===== src/include/ilr_pkg.sv =====
// shared constants and types for the io line reset and configuration block
package ilr_pkg;

    // line count and index width (port a lines 0..22, port b lines 23..35)
    localparam int NUM_LINES = 36;
    localparam int LINE_W = 6;

    // peripheral function codes a..h
    localparam int FN_W = 3;
    localparam logic [FN_W-1:0] FN_A = 3'h0;
    localparam logic [FN_W-1:0] FN_F = 3'h5;
    // function code used by the two-wire interface on its lines
    localparam logic [FN_W-1:0] FN_TWI = FN_A;

    // test port pins
    localparam logic [LINE_W-1:0] LINE_TCK = 6'h00;
    localparam logic [LINE_W-1:0] LINE_TMS = 6'h01;
    localparam logic [LINE_W-1:0] LINE_TDI = 6'h02;
    localparam logic [LINE_W-1:0] LINE_TDO = 6'h03;

    // slow clock output line
    localparam logic [LINE_W-1:0] LINE_SLOW_CLK = 6'h14;

    // two-wire lines: smbus group then plain group
    localparam int NUM_TWI = 6;
    localparam logic [LINE_W-1:0] TWI_LINES [NUM_TWI] = '{6'h15, 6'h1B, 6'h1C, 6'h05, 6'h07, 6'h11};

    // reset values
    localparam logic RST_PULL = 1'b0;
    localparam logic RST_TCK_PULL = 1'b1;
    localparam logic RST_RC_ON = 1'b1;
    localparam logic RST_FILT = 1'b1;

    // spike filter: time in ns, clock period in ps, cycles rounded up
    localparam int SPIKE_NS = 50;
    localparam int CLK_PERIOD_PS = 5000;
    localparam int SPIKE_CYCLES = (SPIKE_NS * 1000 + CLK_PERIOD_PS - 1) / CLK_PERIOD_PS;
    localparam int SPIKE_CNT_W = 4;
    localparam logic [SPIKE_CNT_W-1:0] SPIKE_LAST = SPIKE_CNT_W'(SPIKE_CYCLES - 1);
    localparam logic [SPIKE_CNT_W-1:0] SPIKE_ZERO = 4'h0;
    localparam logic [SPIKE_CNT_W-1:0] SPIKE_ONE = 4'h1;

    // test port decision state
    typedef enum logic [1:0] {ILR_TAP_IN_RESET, ILR_TAP_ON, ILR_TAP_OFF} ilr_tap_t;

endpackage : ilr_pkg


===== src/ilr_spike_filter.sv =====
// input spike filter for a two-wire line
`timescale 1ns/1ps
module ilr_spike_filter (
    input wire logic sys_clk,
    input wire logic rst_n,
    input wire logic raw,
    output logic filt
);
    import ilr_pkg::*;

    logic [SPIKE_CNT_W-1:0] cnt; // cycles the raw level has differed
    logic [SPIKE_CNT_W-1:0] next_cnt;
    logic next_filt;

    // a new level passes only after it has held for the whole filter time
    always_comb begin
        next_cnt = SPIKE_ZERO;
        next_filt = filt;
        if (raw != filt) begin
            if (cnt == SPIKE_LAST) begin
                next_filt = raw;
            end else begin
                next_cnt = cnt + SPIKE_ONE;
            end
        end
    end

    // state registers, bus idles high
    always_ff @(posedge sys_clk) begin
        if (!rst_n) begin
            cnt <= SPIKE_ZERO;
            filt <= RST_FILT;
        end else begin
            cnt <= next_cnt;
            filt <= next_filt;
        end
    end

endmodule : ilr_spike_filter


===== src/ilr_rc_out_keeper.sv =====
// sticky enable of the slow rc clock output, restored only by power-up
`timescale 1ns/1ps
module ilr_rc_out_keeper (
    input wire logic sys_clk,
    input wire logic por_n,
    input wire logic drop,
    output logic on
);
    import ilr_pkg::*;

    logic next_on;

    // once dropped it stays off; nothing here can set it again
    always_comb begin
        next_on = on & ~drop;
    end

    // only power-on reset restores the enable
    always_ff @(posedge sys_clk) begin
        if (!por_n) begin
            on <= RST_RC_ON;
        end else begin
            on <= next_on;
        end
    end

endmodule : ilr_rc_out_keeper


===== src/ilr_io_line_reset_config.sv =====
// io line reset defaults, test port enable and pin routing
// Notes on behaviour
// - test port on if test clock low at release
// - test port on: pull-ups tck/tms/tdi, tdo driven
// - tck pull-up forced on throughout reset
// - test port off: test pins serve gpio/peripherals
// - two-wire lines select two-wire function after reset
// - two-wire lines open-drain, inputs spike filtered
// - each line has its own pull-up enable
// - reset: inputs except slow clock line, pull-ups off except test clock line
// - reset: slow clock line selects function f
// - slow rc clock output runs during power-on reset
// - gpio or non-f function drops slow clock output
// - keep bit written zero drops slow clock output
// - dropped slow clock output stays off until power-up
// - crystal function does not drop rc output
`timescale 1ns/1ps
module ilr_io_line_reset_config (
    input wire logic sys_clk,
    input wire logic rst_n,
    input wire logic por_n,
    input wire logic cfg_wr,
    input wire logic [ilr_pkg::LINE_W-1:0] cfg_line,
    input wire logic cfg_gpio,
    input wire logic [ilr_pkg::FN_W-1:0] cfg_fn,
    input wire logic cfg_pull,
    input wire logic keep_wr,
    input wire logic keep_wdata,
    input wire logic alt_xtal32_en,
    input wire logic slow_rc_osc,
    input wire logic tdo_data,
    input wire logic [ilr_pkg::NUM_LINES-1:0] gpio_out,
    input wire logic [ilr_pkg::NUM_LINES-1:0] gpio_oe,
    input wire logic [ilr_pkg::NUM_LINES-1:0] periph_out,
    input wire logic [ilr_pkg::NUM_LINES-1:0] periph_oe,
    input wire logic [ilr_pkg::NUM_LINES-1:0] pad_in,
    output logic [ilr_pkg::NUM_LINES-1:0] pad_out,
    output logic [ilr_pkg::NUM_LINES-1:0] pad_oe,
    output logic [ilr_pkg::NUM_LINES-1:0] pad_pull,
    output logic [ilr_pkg::NUM_LINES-1:0] line_in,
    output logic [ilr_pkg::NUM_LINES-1:0] line_gpio,
    output logic [ilr_pkg::NUM_LINES*ilr_pkg::FN_W-1:0] line_fn,
    output logic tap_enabled,
    output logic slow_rc_clock_output,
    output logic alt_xtal32_clean
);
    import ilr_pkg::*;

    // true for a two-wire capable line
    function automatic logic is_twi(input logic [LINE_W-1:0] idx);
        logic hit;
        hit = 1'b0;
        for (int k = 0; k < NUM_TWI; k++) begin
            if (TWI_LINES[k] == idx) begin
                hit = 1'b1;
            end
        end
        return hit;
    endfunction : is_twi

    // true for one of the four test port pins
    function automatic logic is_test(input logic [LINE_W-1:0] idx);
        return (idx == LINE_TCK) || (idx == LINE_TMS) || (idx == LINE_TDI) || (idx == LINE_TDO);
    endfunction : is_test

    // reset selection: gpio except two-wire and slow clock lines
    function automatic logic rst_gpio(input logic [LINE_W-1:0] idx);
        return !(is_twi(idx) || (idx == LINE_SLOW_CLK));
    endfunction : rst_gpio

    // reset function code per line
    function automatic logic [FN_W-1:0] rst_fn(input logic [LINE_W-1:0] idx);
        logic [FN_W-1:0] fn;
        fn = FN_A;
        if (is_twi(idx)) begin
            fn = FN_TWI;
        end else if (idx == LINE_SLOW_CLK) begin
            fn = FN_F;
        end
        return fn;
    endfunction : rst_fn

    // reset pull-up per line
    function automatic logic rst_pull(input logic [LINE_W-1:0] idx);
        return (idx == LINE_TCK) ? RST_TCK_PULL : RST_PULL;
    endfunction : rst_pull

    logic [NUM_LINES-1:0] gpio_sel; // 1 = line under gpio control
    logic [FN_W-1:0] fn_sel [NUM_LINES]; // peripheral function per line
    logic [NUM_LINES-1:0] pull_sw; // software pull-up enables
    logic [NUM_LINES-1:0] next_gpio_sel;
    logic [FN_W-1:0] next_fn_sel [NUM_LINES];
    logic [NUM_LINES-1:0] next_pull_sw;
    ilr_tap_t tap_state; // test port decision
    ilr_tap_t next_tap_state;
    logic rc_drop; // any cause that ends the slow clock output
    logic slow_rc_on; // sticky slow clock output enable
    logic [NUM_LINES-1:0] twi_active; // line currently serves two-wire
    logic [NUM_TWI-1:0] twi_filt; // filtered two-wire inputs

    // configuration writes, one line per strobe
    always_comb begin
        next_gpio_sel = gpio_sel;
        next_fn_sel = fn_sel;
        next_pull_sw = pull_sw;
        if (cfg_wr && (cfg_line < NUM_LINES)) begin
            next_gpio_sel[cfg_line] = cfg_gpio;
            next_fn_sel[cfg_line] = cfg_fn;
            next_pull_sw[cfg_line] = cfg_pull;
        end
    end

    // configuration registers with per-line reset defaults
    always_ff @(posedge sys_clk) begin
        if (!rst_n) begin
            for (int k = 0; k < NUM_LINES; k++) begin
                gpio_sel[k] <= rst_gpio(LINE_W'(k));
                fn_sel[k] <= rst_fn(LINE_W'(k));
                pull_sw[k] <= rst_pull(LINE_W'(k));
            end
        end else begin
            gpio_sel <= next_gpio_sel;
            fn_sel <= next_fn_sel;
            pull_sw <= next_pull_sw;
        end
    end

    // test port decision taken in the first cycle after reset release
    always_comb begin
        next_tap_state = tap_state;
        unique case (tap_state)
            ILR_TAP_IN_RESET: begin
                // sample the test clock pin at release
                next_tap_state = pad_in[LINE_TCK] ? ILR_TAP_OFF : ILR_TAP_ON;
            end
            ILR_TAP_ON: begin
                next_tap_state = ILR_TAP_ON;
            end
            ILR_TAP_OFF: begin
                next_tap_state = ILR_TAP_OFF;
            end
        endcase
    end

    // decision register, cleared only by reset
    always_ff @(posedge sys_clk) begin
        if (!rst_n) begin
            tap_state <= ILR_TAP_IN_RESET;
        end else begin
            tap_state <= next_tap_state;
        end
    end

    assign tap_enabled = (tap_state == ILR_TAP_ON);

    // drop causes; the crystal function is deliberately not one of them
    always_comb begin
        rc_drop = 1'b0;
        if (rst_n) begin
            if (gpio_sel[LINE_SLOW_CLK] || (fn_sel[LINE_SLOW_CLK] != FN_F)) begin
                rc_drop = 1'b1;
            end
            if (keep_wr && !keep_wdata) begin
                rc_drop = 1'b1;
            end
        end
    end

    // sticky enable, survives system reset, restored by power-up only
    ilr_rc_out_keeper u_keeper (
        .sys_clk(sys_clk),
        .por_n(por_n),
        .drop(rc_drop),
        .on(slow_rc_on)
    );

    assign slow_rc_clock_output = slow_rc_on;
    // the oscillator is undisturbed only once the rc output is gone
    assign alt_xtal32_clean = alt_xtal32_en & ~slow_rc_on;

    // per-line pad routing
    genvar gi;
    generate
        for (gi = 0; gi < NUM_LINES; gi++) begin : g_line
            localparam logic [LINE_W-1:0] IDX = LINE_W'(gi);
            logic tap_owns; // test port has the pin

            assign tap_owns = tap_enabled && is_test(IDX);
            assign twi_active[gi] = is_twi(IDX) && !gpio_sel[gi] && (fn_sel[gi] == FN_TWI);
            assign line_gpio[gi] = gpio_sel[gi];
            assign line_fn[gi*FN_W +: FN_W] = fn_sel[gi];

            // driver selection by priority
            always_comb begin
                pad_out[gi] = 1'b0;
                pad_oe[gi] = 1'b0;
                if ((IDX == LINE_SLOW_CLK) && slow_rc_on) begin
                    // slow clock runs even while the device is held in reset
                    pad_out[gi] = slow_rc_osc;
                    pad_oe[gi] = 1'b1;
                end else if (!rst_n) begin
                    // every other line is an input in reset
                    pad_oe[gi] = 1'b0;
                end else if (tap_owns) begin
                    // tdo is a driven output, other test pins are inputs
                    pad_out[gi] = (IDX == LINE_TDO) ? tdo_data : 1'b0;
                    pad_oe[gi] = (IDX == LINE_TDO);
                end else if (twi_active[gi]) begin
                    // open-drain: enable only while pulling low
                    pad_out[gi] = 1'b0;
                    pad_oe[gi] = periph_oe[gi] & ~periph_out[gi];
                end else if (gpio_sel[gi]) begin
                    pad_out[gi] = gpio_out[gi];
                    pad_oe[gi] = gpio_oe[gi];
                end else begin
                    pad_out[gi] = periph_out[gi];
                    pad_oe[gi] = periph_oe[gi];
                end
            end

            // pull-up selection
            always_comb begin
                if (tap_owns) begin
                    pad_pull[gi] = (IDX != LINE_TDO);
                end else if ((IDX == LINE_TCK) && (!rst_n || (tap_state == ILR_TAP_IN_RESET))) begin
                    pad_pull[gi] = 1'b1;
                end else begin
                    pad_pull[gi] = pull_sw[gi];
                end
            end
        end
    endgenerate

    // spike filters on the two-wire lines
    generate
        for (gi = 0; gi < NUM_TWI; gi++) begin : g_twi
            ilr_spike_filter u_filt (
                .sys_clk(sys_clk),
                .rst_n(rst_n),
                .raw(pad_in[TWI_LINES[gi]]),
                .filt(twi_filt[gi])
            );
        end
    endgenerate

    // inputs to the controllers, filtered where two-wire is active
    always_comb begin
        line_in = pad_in;
        for (int k = 0; k < NUM_TWI; k++) begin
            if (twi_active[TWI_LINES[k]]) begin
                line_in[TWI_LINES[k]] = twi_filt[k];
            end
        end
    end

    // helper views for the checks below
    logic [NUM_LINES-1:0] oe_but_slow;
    logic [NUM_LINES-1:0] pull_but_tck;
    logic [NUM_LINES-1:0] twi_mask;
    always_comb begin
        oe_but_slow = pad_oe;
        oe_but_slow[LINE_SLOW_CLK] = 1'b0;
        pull_but_tck = pad_pull;
        pull_but_tck[LINE_TCK] = 1'b0;
        twi_mask = '0;
        for (int k = 0; k < NUM_TWI; k++) begin
            twi_mask[TWI_LINES[k]] = 1'b1;
        end
    end

    for (gi = 0; gi < NUM_TWI; gi++) begin : g_twi_chk

    end
endmodule : ilr_io_line_reset_config


===== config.mk =====
export PLATFORM = sky130hd
export DESIGN_NAME = ilr_io_line_reset_config
export DESIGN_NICKNAME = d
export VERILOG_FILES = /design/src/include/ilr_pkg.sv /design/src/ilr_spike_filter.sv /design/src/ilr_rc_out_keeper.sv /design/src/ilr_io_line_reset_config.sv
export SDC_FILE = /design/constraint.sdc
export NUM_CORES = 1
export LEC_CHECK = 0
export ABC_CLOCK_PERIOD_IN_PS = 2800
export BUFFER_PORTS_ARGS = -buffer_cell sky130_fd_sc_hd__buf_2
export CAP_MARGIN = 15
export CORE_AREA = 2 2 189 191
export CTS_CLUSTER_SIZE = 25
export DETAILED_ROUTE_END_ITERATION = 16
export DIE_AREA = 0 0 191 193
export MAX_ROUTING_LAYER = met4
export PLACE_DENSITY = 0.62
export SYNTH_ARGS = -nofsm -noshare
export SYNTH_HDL_FRONTEND = slang
export SYNTH_SLANG_ARGS = --single-unit

===== constraint.sdc =====
create_clock -name sys_clk -period 2.8 [get_ports sys_clk]
set_clock_uncertainty 0.05 [all_clocks]
set_input_delay 0.14 -clock sys_clk [delete_from_list [all_inputs] [get_ports sys_clk]]
set_output_delay 0.14 -clock sys_clk [all_outputs]
set_load 0.005 [all_outputs]

==> results.ini, run 1 <==
[outcome]
outcome = finished, final reports clean

[worst_setup_path]
crit_path_max_fanout = 3
r2r-end = g_twi[1].u_filt.filt$_SDFFE_PN1P_
cp.depth = 4
crit_path_cell_trace = or3_1, nor2_1, mux2_2, buf_2
end_kind = output port
r2r_start = g_twi[1].u_filt.cnt[1]$_SDFF_PP0_
crit_type = reg2out
r2r_cells = 6
slowest_stage = or3_1
critPathBufInv = 1
start_kind = register
crit_path_end = line_in[17]
path_delay_family = simple AND/OR/NAND/NOR gates
r2r_slack_ns = 1.11
critPathMaxStageDelay_ns = 0.49
cp_data_arrival_time_ns = 2.05
critPathLaunch = line_fn[53]$_SDFFE_PN0P_
critPathRequiredTime_ns = 2.61

[global_routing]
grtUsageTotal = 0.210
grt_start_max_net_pins = 96
grt_pass1_wl_mm = 57.0
antenna_found_initial = 1
overflow = 0
first_global_vias = 9191

[sta]
slew_violations = 0
fin_crit_sh = 0.800
hold_ws_ns = 0.108
grt_setup_unrepaired = no
finalSetupViolCount = 0
slew_headroom = 0.392
hold_viol_final = 0
period_needed_ns = 2.24
worst_pin_slew_ns = 0.912
fin_setup_tns_ns = 0
fin_ws_ns = 0.560
fmax_ghz = 0.447

[cts]
tritoncts = built
cts_sinks = 213
clock_latency_ns = 0.54
clockRootBuffer = clkbuf_16
clk_pin_slew_ns = 0.06
htree_levels = 1
cts_made_buffers = 25
cts_buffer_depth = 3

[detailed_routing]
drtAntennaViolNets = 0
wl_per_cell_microns = 20.0
drc = 0
avgViaCountPerCell = 5.01
initialDrtViolationCount = 789
drt-pass1-iter-count = 5
num_vias = 10100
drt_wl_total_mm = 40.4

[placement]
hpwlAfterDp_mm = 28.4
port_buffers = 432
placed_cells_incl_taps = 1959
pre_cts_slack_ns = 0.755
routabilityCongestion = 0.788

[layout]
syn_to_final_growth_pct = 29.9
multiInputGateArea_sq_um = 4970
design.final.nets = 1752
regArea_sq_um = 4320
nFillCells = 3620
final_cells = 2017
drive_gt1_frac = 0.335

[power]
max-vdd-ir-drop_mv = 0.357
p_per_area_nw_per_um2 = 538
p_leak_nw = 6.19
finalPower_mw = 7.12

[floorplanning]
dieArea_sq_um = 36900
start_util = 0.292
dieWidth_microns = 191
fp.dieH_microns = 193
std_cell_rows = 69
num_io_pins = 491
core-area_sq_um = 35000

[logic_synthesis]
synth_async_sr_flop_share = 0
ys_seq_area_frac = 0.424
synthCells = 1199
synthFlopType = dfxtp_1
yosysWarningCount = 0
synth_top_area_frac = 0.407
synth_edf_count = 6
netlist_area_sq_um = 10200
synth.area.top_cells = dfxtp_1, mux2i_1, nand3_1, buf_4, o21ai_0
ys_types = 44
synth_top_area_cell = dfxtp_1
syn-mean-instance-area_sq_um = 8.50
synth.ff_latch_count = 213
syn-num-nets = 1414

[run]
drv_cap = 0

[hold_path]
hold_path_class = in2reg

-- worst min-delay path by stage --
stage	startpoint	slack, ns	cells past startpoint	endpoint
6_report	cfg_fn[2]	0.11	4	line_fn[38]$_SDFFE_PN0P_
5_1_grt	cfg_fn[2]	0.11	4	line_fn[38]$_SDFFE_PN0P_
4_1_cts	cfg_fn[2]	0.09	4	line_fn[2]$_SDFFE_PN0P_
3_5_place_dp	pad_in[10]	0.23	0	line_in[10]
3_3_place_gp	pad_in[10]	0.23	0	line_in[10]
2_1_floorplan	por_n	0.17	1	u_keeper.on$_SDFF_PN1_
-- worst register-to-register path: stages (launching register included) --
cell	delay (ns)
dfxtp_1	0.34
inv_1	0.05
ha_1	0.18
nand3b_1	0.14
mux2i_1	0.19
nand2_1	0.06
dlygate4sd3_1	0.56
-- layout by cell type (no fill, tap or decap), types with 6 or more instances in the layout --
master         instances
a21oi_1               92
buf_2                431
buf_4                 24
clkbuf_1               8
clkbuf_16             26
dfxtp_1              207
dlygate4sd3_1         12
edfxtp_1               6
ha_1                  15
inv_1                 15
mux2_2                 7
mux2i_1              129
nand2_1               90
nand3_1              169
nand3b_1              16
nor2_1                97
o21ai_0               98
o21ai_1               27
o31ai_1                8
or3_1                  9
xnor2_1                6
xor2_1                12
-- power breakdown --
part           leakage, nW  internal [mW]  switching (mW)
sequential            1.74           3.08          0.0344
clock                0.396           1.97            1.34
combinational         4.05          0.274           0.432
total                 6.19           5.31            1.80
-- state kept, by name, indices dropped and copies added (netlist names) --
signal             count
line_fn              108
g_twi.u_filt.filt      6
g_twi.u_filt.cnt      24
line_gpio             36
u_keeper.on            1
tap_state              2
pull_sw               36
-- what timing repair did --
item                      in CTS  in global routing
hold endpoints to repair      35                  0
gates resized for setup        0                  0
setup buffers                  0                  0
hold buffers                  12                  0
-- metal layers --
layer | global-route usage | share of wire
met4 | 0.0566 | 0.019
met2 | 0.325 | 0.46
met5 | - | 0
met3 | 0.0545 | 0.086
met1 | 0.272 | 0.43
-- Yosys cell counts, drive strengths merged, types with 9 or more instances --
cell type / count
a21oi: 92
buf: 95
clkbuf: 62
dfxtp: 207
ha: 15
inv: 16
mux2i: 129
nand2: 90
nand3: 169
nand3b: 16
nor2: 101
o21ai: 125
or3: 9
xor2: 12
-- cell type report --
| cell class | count | area share |
|---|---|---|
| Clock buffer | 37 | 0.0545 |
| Antenna cell | 1 | 0.000189 |
| Clock inverter | 8 | 0.00747 |
| Inverter | 16 | 0.00473 |
| Tap cell | 461 | 0.0436 |
| Multi-Input combinational cell | 813 | 0.376 |
| Timing Repair Buffer | 468 | 0.187 |
| Sequential cell | 213 | 0.327 |
-- metrics by stage --
stage                      util  instance area (sq um)
after floorplan               -                  10200
after global placement    0.352                  12300
after detailed placement  0.352                  12300
after CTS                 0.378                  13200
after global routing      0.379                  13200
final                     0.379                  13200
-- logic make-up (layout without fill, tap and decap cells) --
logic type               after synthesis  after routing  synth area share
other                                  0              1                 0
multiplexers                         136            136             0.134
flip-flops                           213            213             0.424
AO/OA/AOI/OAI                        227            227             0.114
buffers and inverters                173            529            0.0912
AND/OR/NAND/NOR                      417            417             0.202
XOR/XNOR                              18             18            0.0155
adder cells (fa/ha/maj)               15             15            0.0184
Power figures use the tool's default switching activity.
==> run 2: changes to the inputs <==
- ABC_CLOCK_PERIOD_IN_PS: 2800 -> 1930
- CORE_AREA: 2 2 189 191 -> 2 2 190 192
- DIE_AREA: 0 0 191 193 -> 0 0 192 194
- PLACE_DENSITY: 0.62 -> 0.63
- clock period: 2.8 -> 1.93 ns (I/O delays scaled with it)
==> run 2 against run 1 <==
Against the previous run:
- the flow now finishes with violations (negative setup slack)
- critical path depth stayed put
- combinational power up 54%
- die area up 1.0%
- global-route usage grew 2.1 points
- critical endpoint is now line_in[7]
- largest power group is now registers
==> results.ini, run 2 (synthesized netlist as in run 1, its figures left out) <==
[outcome]
outcome = complete, but fails checks
violations = negative setup slack

[power]
p_leak_nw = 6.42  ; +3.8%
p_sw_mw = 2.50  ; +38%
p_clk_frac = 0.441  ; -0.023
p_sw_frac = 0.249  ; -0.00415
p_per_area_nw_per_um2 = 733  ; +36%
seq_power_share = 0.451  ; +0.014
p_int_mw = 7.52  ; +42%
power_frac_comb = 0.109  ; +0.010
max-vdd-ir-drop_mv = 0.459  ; +29%

[sta]
slew_headroom = 0.479  ; +0.0869
period_needed_ns = 1.94
finalSetupViolCount = 2  ; +2
worst_pin_slew_ns = 0.782  ; -0.130 ns
hold_ws_ns = 0.0242  ; -0.0841 ns
grt_setup_unrepaired = yes
fin_crit_sh = 1.01
hold_viol_final = 0  ; unchanged
fmax_ghz = 0.515
fin_ws_ns = -0.0126  ; -0.573 ns
slew_violations = 0  ; unchanged

[layout]
final_common_cell = buf_2
nFillCells = 3599  ; -0.58%
regArea_sq_um = 4340  ; +0.29%
largest_reg_flops = 108  ; unchanged
design.final.nets = 1787  ; +2.0%
syn_to_final_growth_pct = 34.1
most-common-layout-cells = buf_2, dfxtp_1, nand3_1, mux2i_1
drive_gt1_frac = 0.368  ; +0.0328
multiInputGateArea_sq_um = 5080  ; +2.2%
fin_area_sq_um = 13700  ; +3.2%

[placement]
port_buffers = 432  ; unchanged
routabilityCongestion = 0.837  ; +6.2%
place_area_sq_um = 12500  ; +1.7%
hpwlAfterDp_mm = 33.0  ; +16%

[global_routing]
grtUsageTotal = 0.232  ; +0.0215
grt_pass1_wl_mm = 63.7  ; +12%
antenna_found_initial = 5  ; +4
first_global_vias = 10000  ; +9.3%
grt_start_max_net_pins = 54  ; -44%
overflow = 0  ; unchanged

[detailed_routing]
wl_per_cell_microns = 21.5  ; +7.5%
drtAntennaViolNets = 0  ; unchanged
initialDrtViolationCount = 720  ; -8.7%
drt_wl_total_mm = 44.1  ; +9.2%
drt-pass1-iter-count = 5  ; unchanged
drc = 0  ; unchanged
num_vias = 10300  ; +2.3%
avgViaCountPerCell = 5.04  ; +0.64%

[hold_path]
worstHoldStart = keep_wr
hold_path_class = in2reg
hold_path_end = u_keeper.on$_SDFF_PN1_
hold_depth = 4  ; unchanged

[floorplanning]
start_util = 0.289  ; -0.00214
core-area_sq_um = 35200  ; +0.74%
std_cell_rows = 69  ; unchanged
dieWidth_microns = 192  ; +0.52%
dieArea_sq_um = 37200  ; +1.0%
fp.dieH_microns = 194  ; +0.52%
num_io_pins = 491  ; unchanged

[worst_setup_path]
critPathRequiredTime_ns = 1.78  ; -0.83 ns
r2r-end = g_twi[3].u_filt.filt$_SDFFE_PN1P_
critPathMaxStageDelay_ns = 0.41  ; -0.08 ns
path_delay_family = simple AND/OR/NAND/NOR gates
end_kind = output port
start_kind = register
critPathBufInv = 1  ; unchanged
crit_path_max_fanout = 3  ; unchanged
crit_type = reg2out
crit_path_cell_trace = or3_4, nor2_4, mux2_4, buf_6
r2r_slack_ns = 0.22  ; -0.89 ns
cp_data_arrival_time_ns = 1.80  ; -0.25 ns
r2r_start = g_twi[3].u_filt.cnt[1]$_SDFF_PP0_
slowest_stage = or3_4
r2r_cells = 6  ; unchanged

[cts]
cts_made_buffers = 23  ; -8.0%
cts_sinks = 213  ; unchanged
cts_buffer_depth = 3  ; unchanged
clk_pin_slew_ns = 0.06  ; about the same
htree_levels = 1  ; unchanged
clock_latency_ns = 0.50  ; -0.04 ns
clockRootBuffer = clkbuf_16
tritoncts = built

[run]
drv_cap = 0  ; unchanged

run 2: cell count changes in the layout (fill, tap and decap cells not counted), moves of 7 or more:
| cell | before | now |
|---|---|---|
| buf_6 | 0 | 7 |
| or3_4 | 0 | 7 |
| or3_1 | 9 | 2 |
| dfxtp_1 | 207 | 197 |
| buf_4 | 24 | 55 |
| dfxtp_2 | 0 | 10 |
run 2: routing by layer:
layer  vias up  share of wire  wire [microns]  global-route usage
met3        53          0.068            3000              0.0366
met2       442           0.50           22100               0.398
met5         -              0               0                   -
met1      4985           0.42           18300               0.283
li1       4850              -               -                   -
met4         0          0.016             690              0.0554
run 2: layout make-up:
type / count / area share
clock inverter: 6 / 0.00403
multi-input combinational: 813 / 0.372
sequential: 213 / 0.317
antenna: 4 / 0.000733
timing repair buffer: 505 / 0.209
clock buffer: 32 / 0.0505
tap: 461 / 0.0422
inverter: 16 / 0.00476
run 2: timing repair:
action / CTS / global route
resized for setup: 41 / 14
hold endpoints to repair: 35 / 0
hold buffers: 13 / 0
pin swaps: 11 / 10
setup buffers: 10 / 2
endpoints found under the setup margin: 8 / 59
run 2: worst max-delay path by stage:
| stage | slack, ns | cells after the start | to | from |
|---|---|---|---|---|
| final | -0.01 | 4 | line_in[7] | line_fn[22]$_SDFFE_PN0P_ |
| after global routing | -0.07 | 4 | pad_out[3] | line_gpio[3]$_SDFFE_PN1P_ |
| after CTS | -0.04 | 4 | line_in[28] | line_fn[84]$_SDFFE_PN0P_ |
| after detailed placement | 0.16 | 4 | line_fn[61]$_SDFFE_PN0P_ | cfg_line[2] |
| after global placement | 0.22 | 4 | pull_sw[20]$_SDFFE_PN0P_ | cfg_line[2] |
| after floorplan | 0.60 | 4 | pad_pull[0] | tap_state[1]$_SDFF_PN0_ |
run 2: tightest hold or removal path, delay by kind of cell:
kind            cells  cell delay, ns
compound gates      2            0.29
buf+inv             1            0.10
simple gates        1            0.05
run 2: through the flow:
| stage | setup TNS [ns] | setup slack [ns] | utilization | power [mW] | instances |
|---|---|---|---|---|---|
| floorplan | 0 | 0.595 | - | 5.12 | 1199 |
| global placement | 0 | 0.218 | 0.355 | 5.63 | 1983 |
| detailed placement | 0 | 0.157 | 0.355 | 5.65 | 1983 |
| CTS | -0.133 | -0.0387 | 0.386 | 10.1 | 2044 |
| global route | -0.236 | -0.0655 | 0.388 | 10.4 | 2050 |
| finish | -0.0159 | -0.0126 | 0.388 | 10.0 | 2050 |
run 2: power by group through the flow:
stage               clock network [mW]  logic (mW)  registers [mW]
floorplan                            0       0.530            4.59
global placement                     0        1.02            4.61
detailed placement                   0        1.04            4.61
CTS                               4.52        1.08            4.52
global route                      4.67        1.19            4.52
finish                            4.42        1.09            4.52
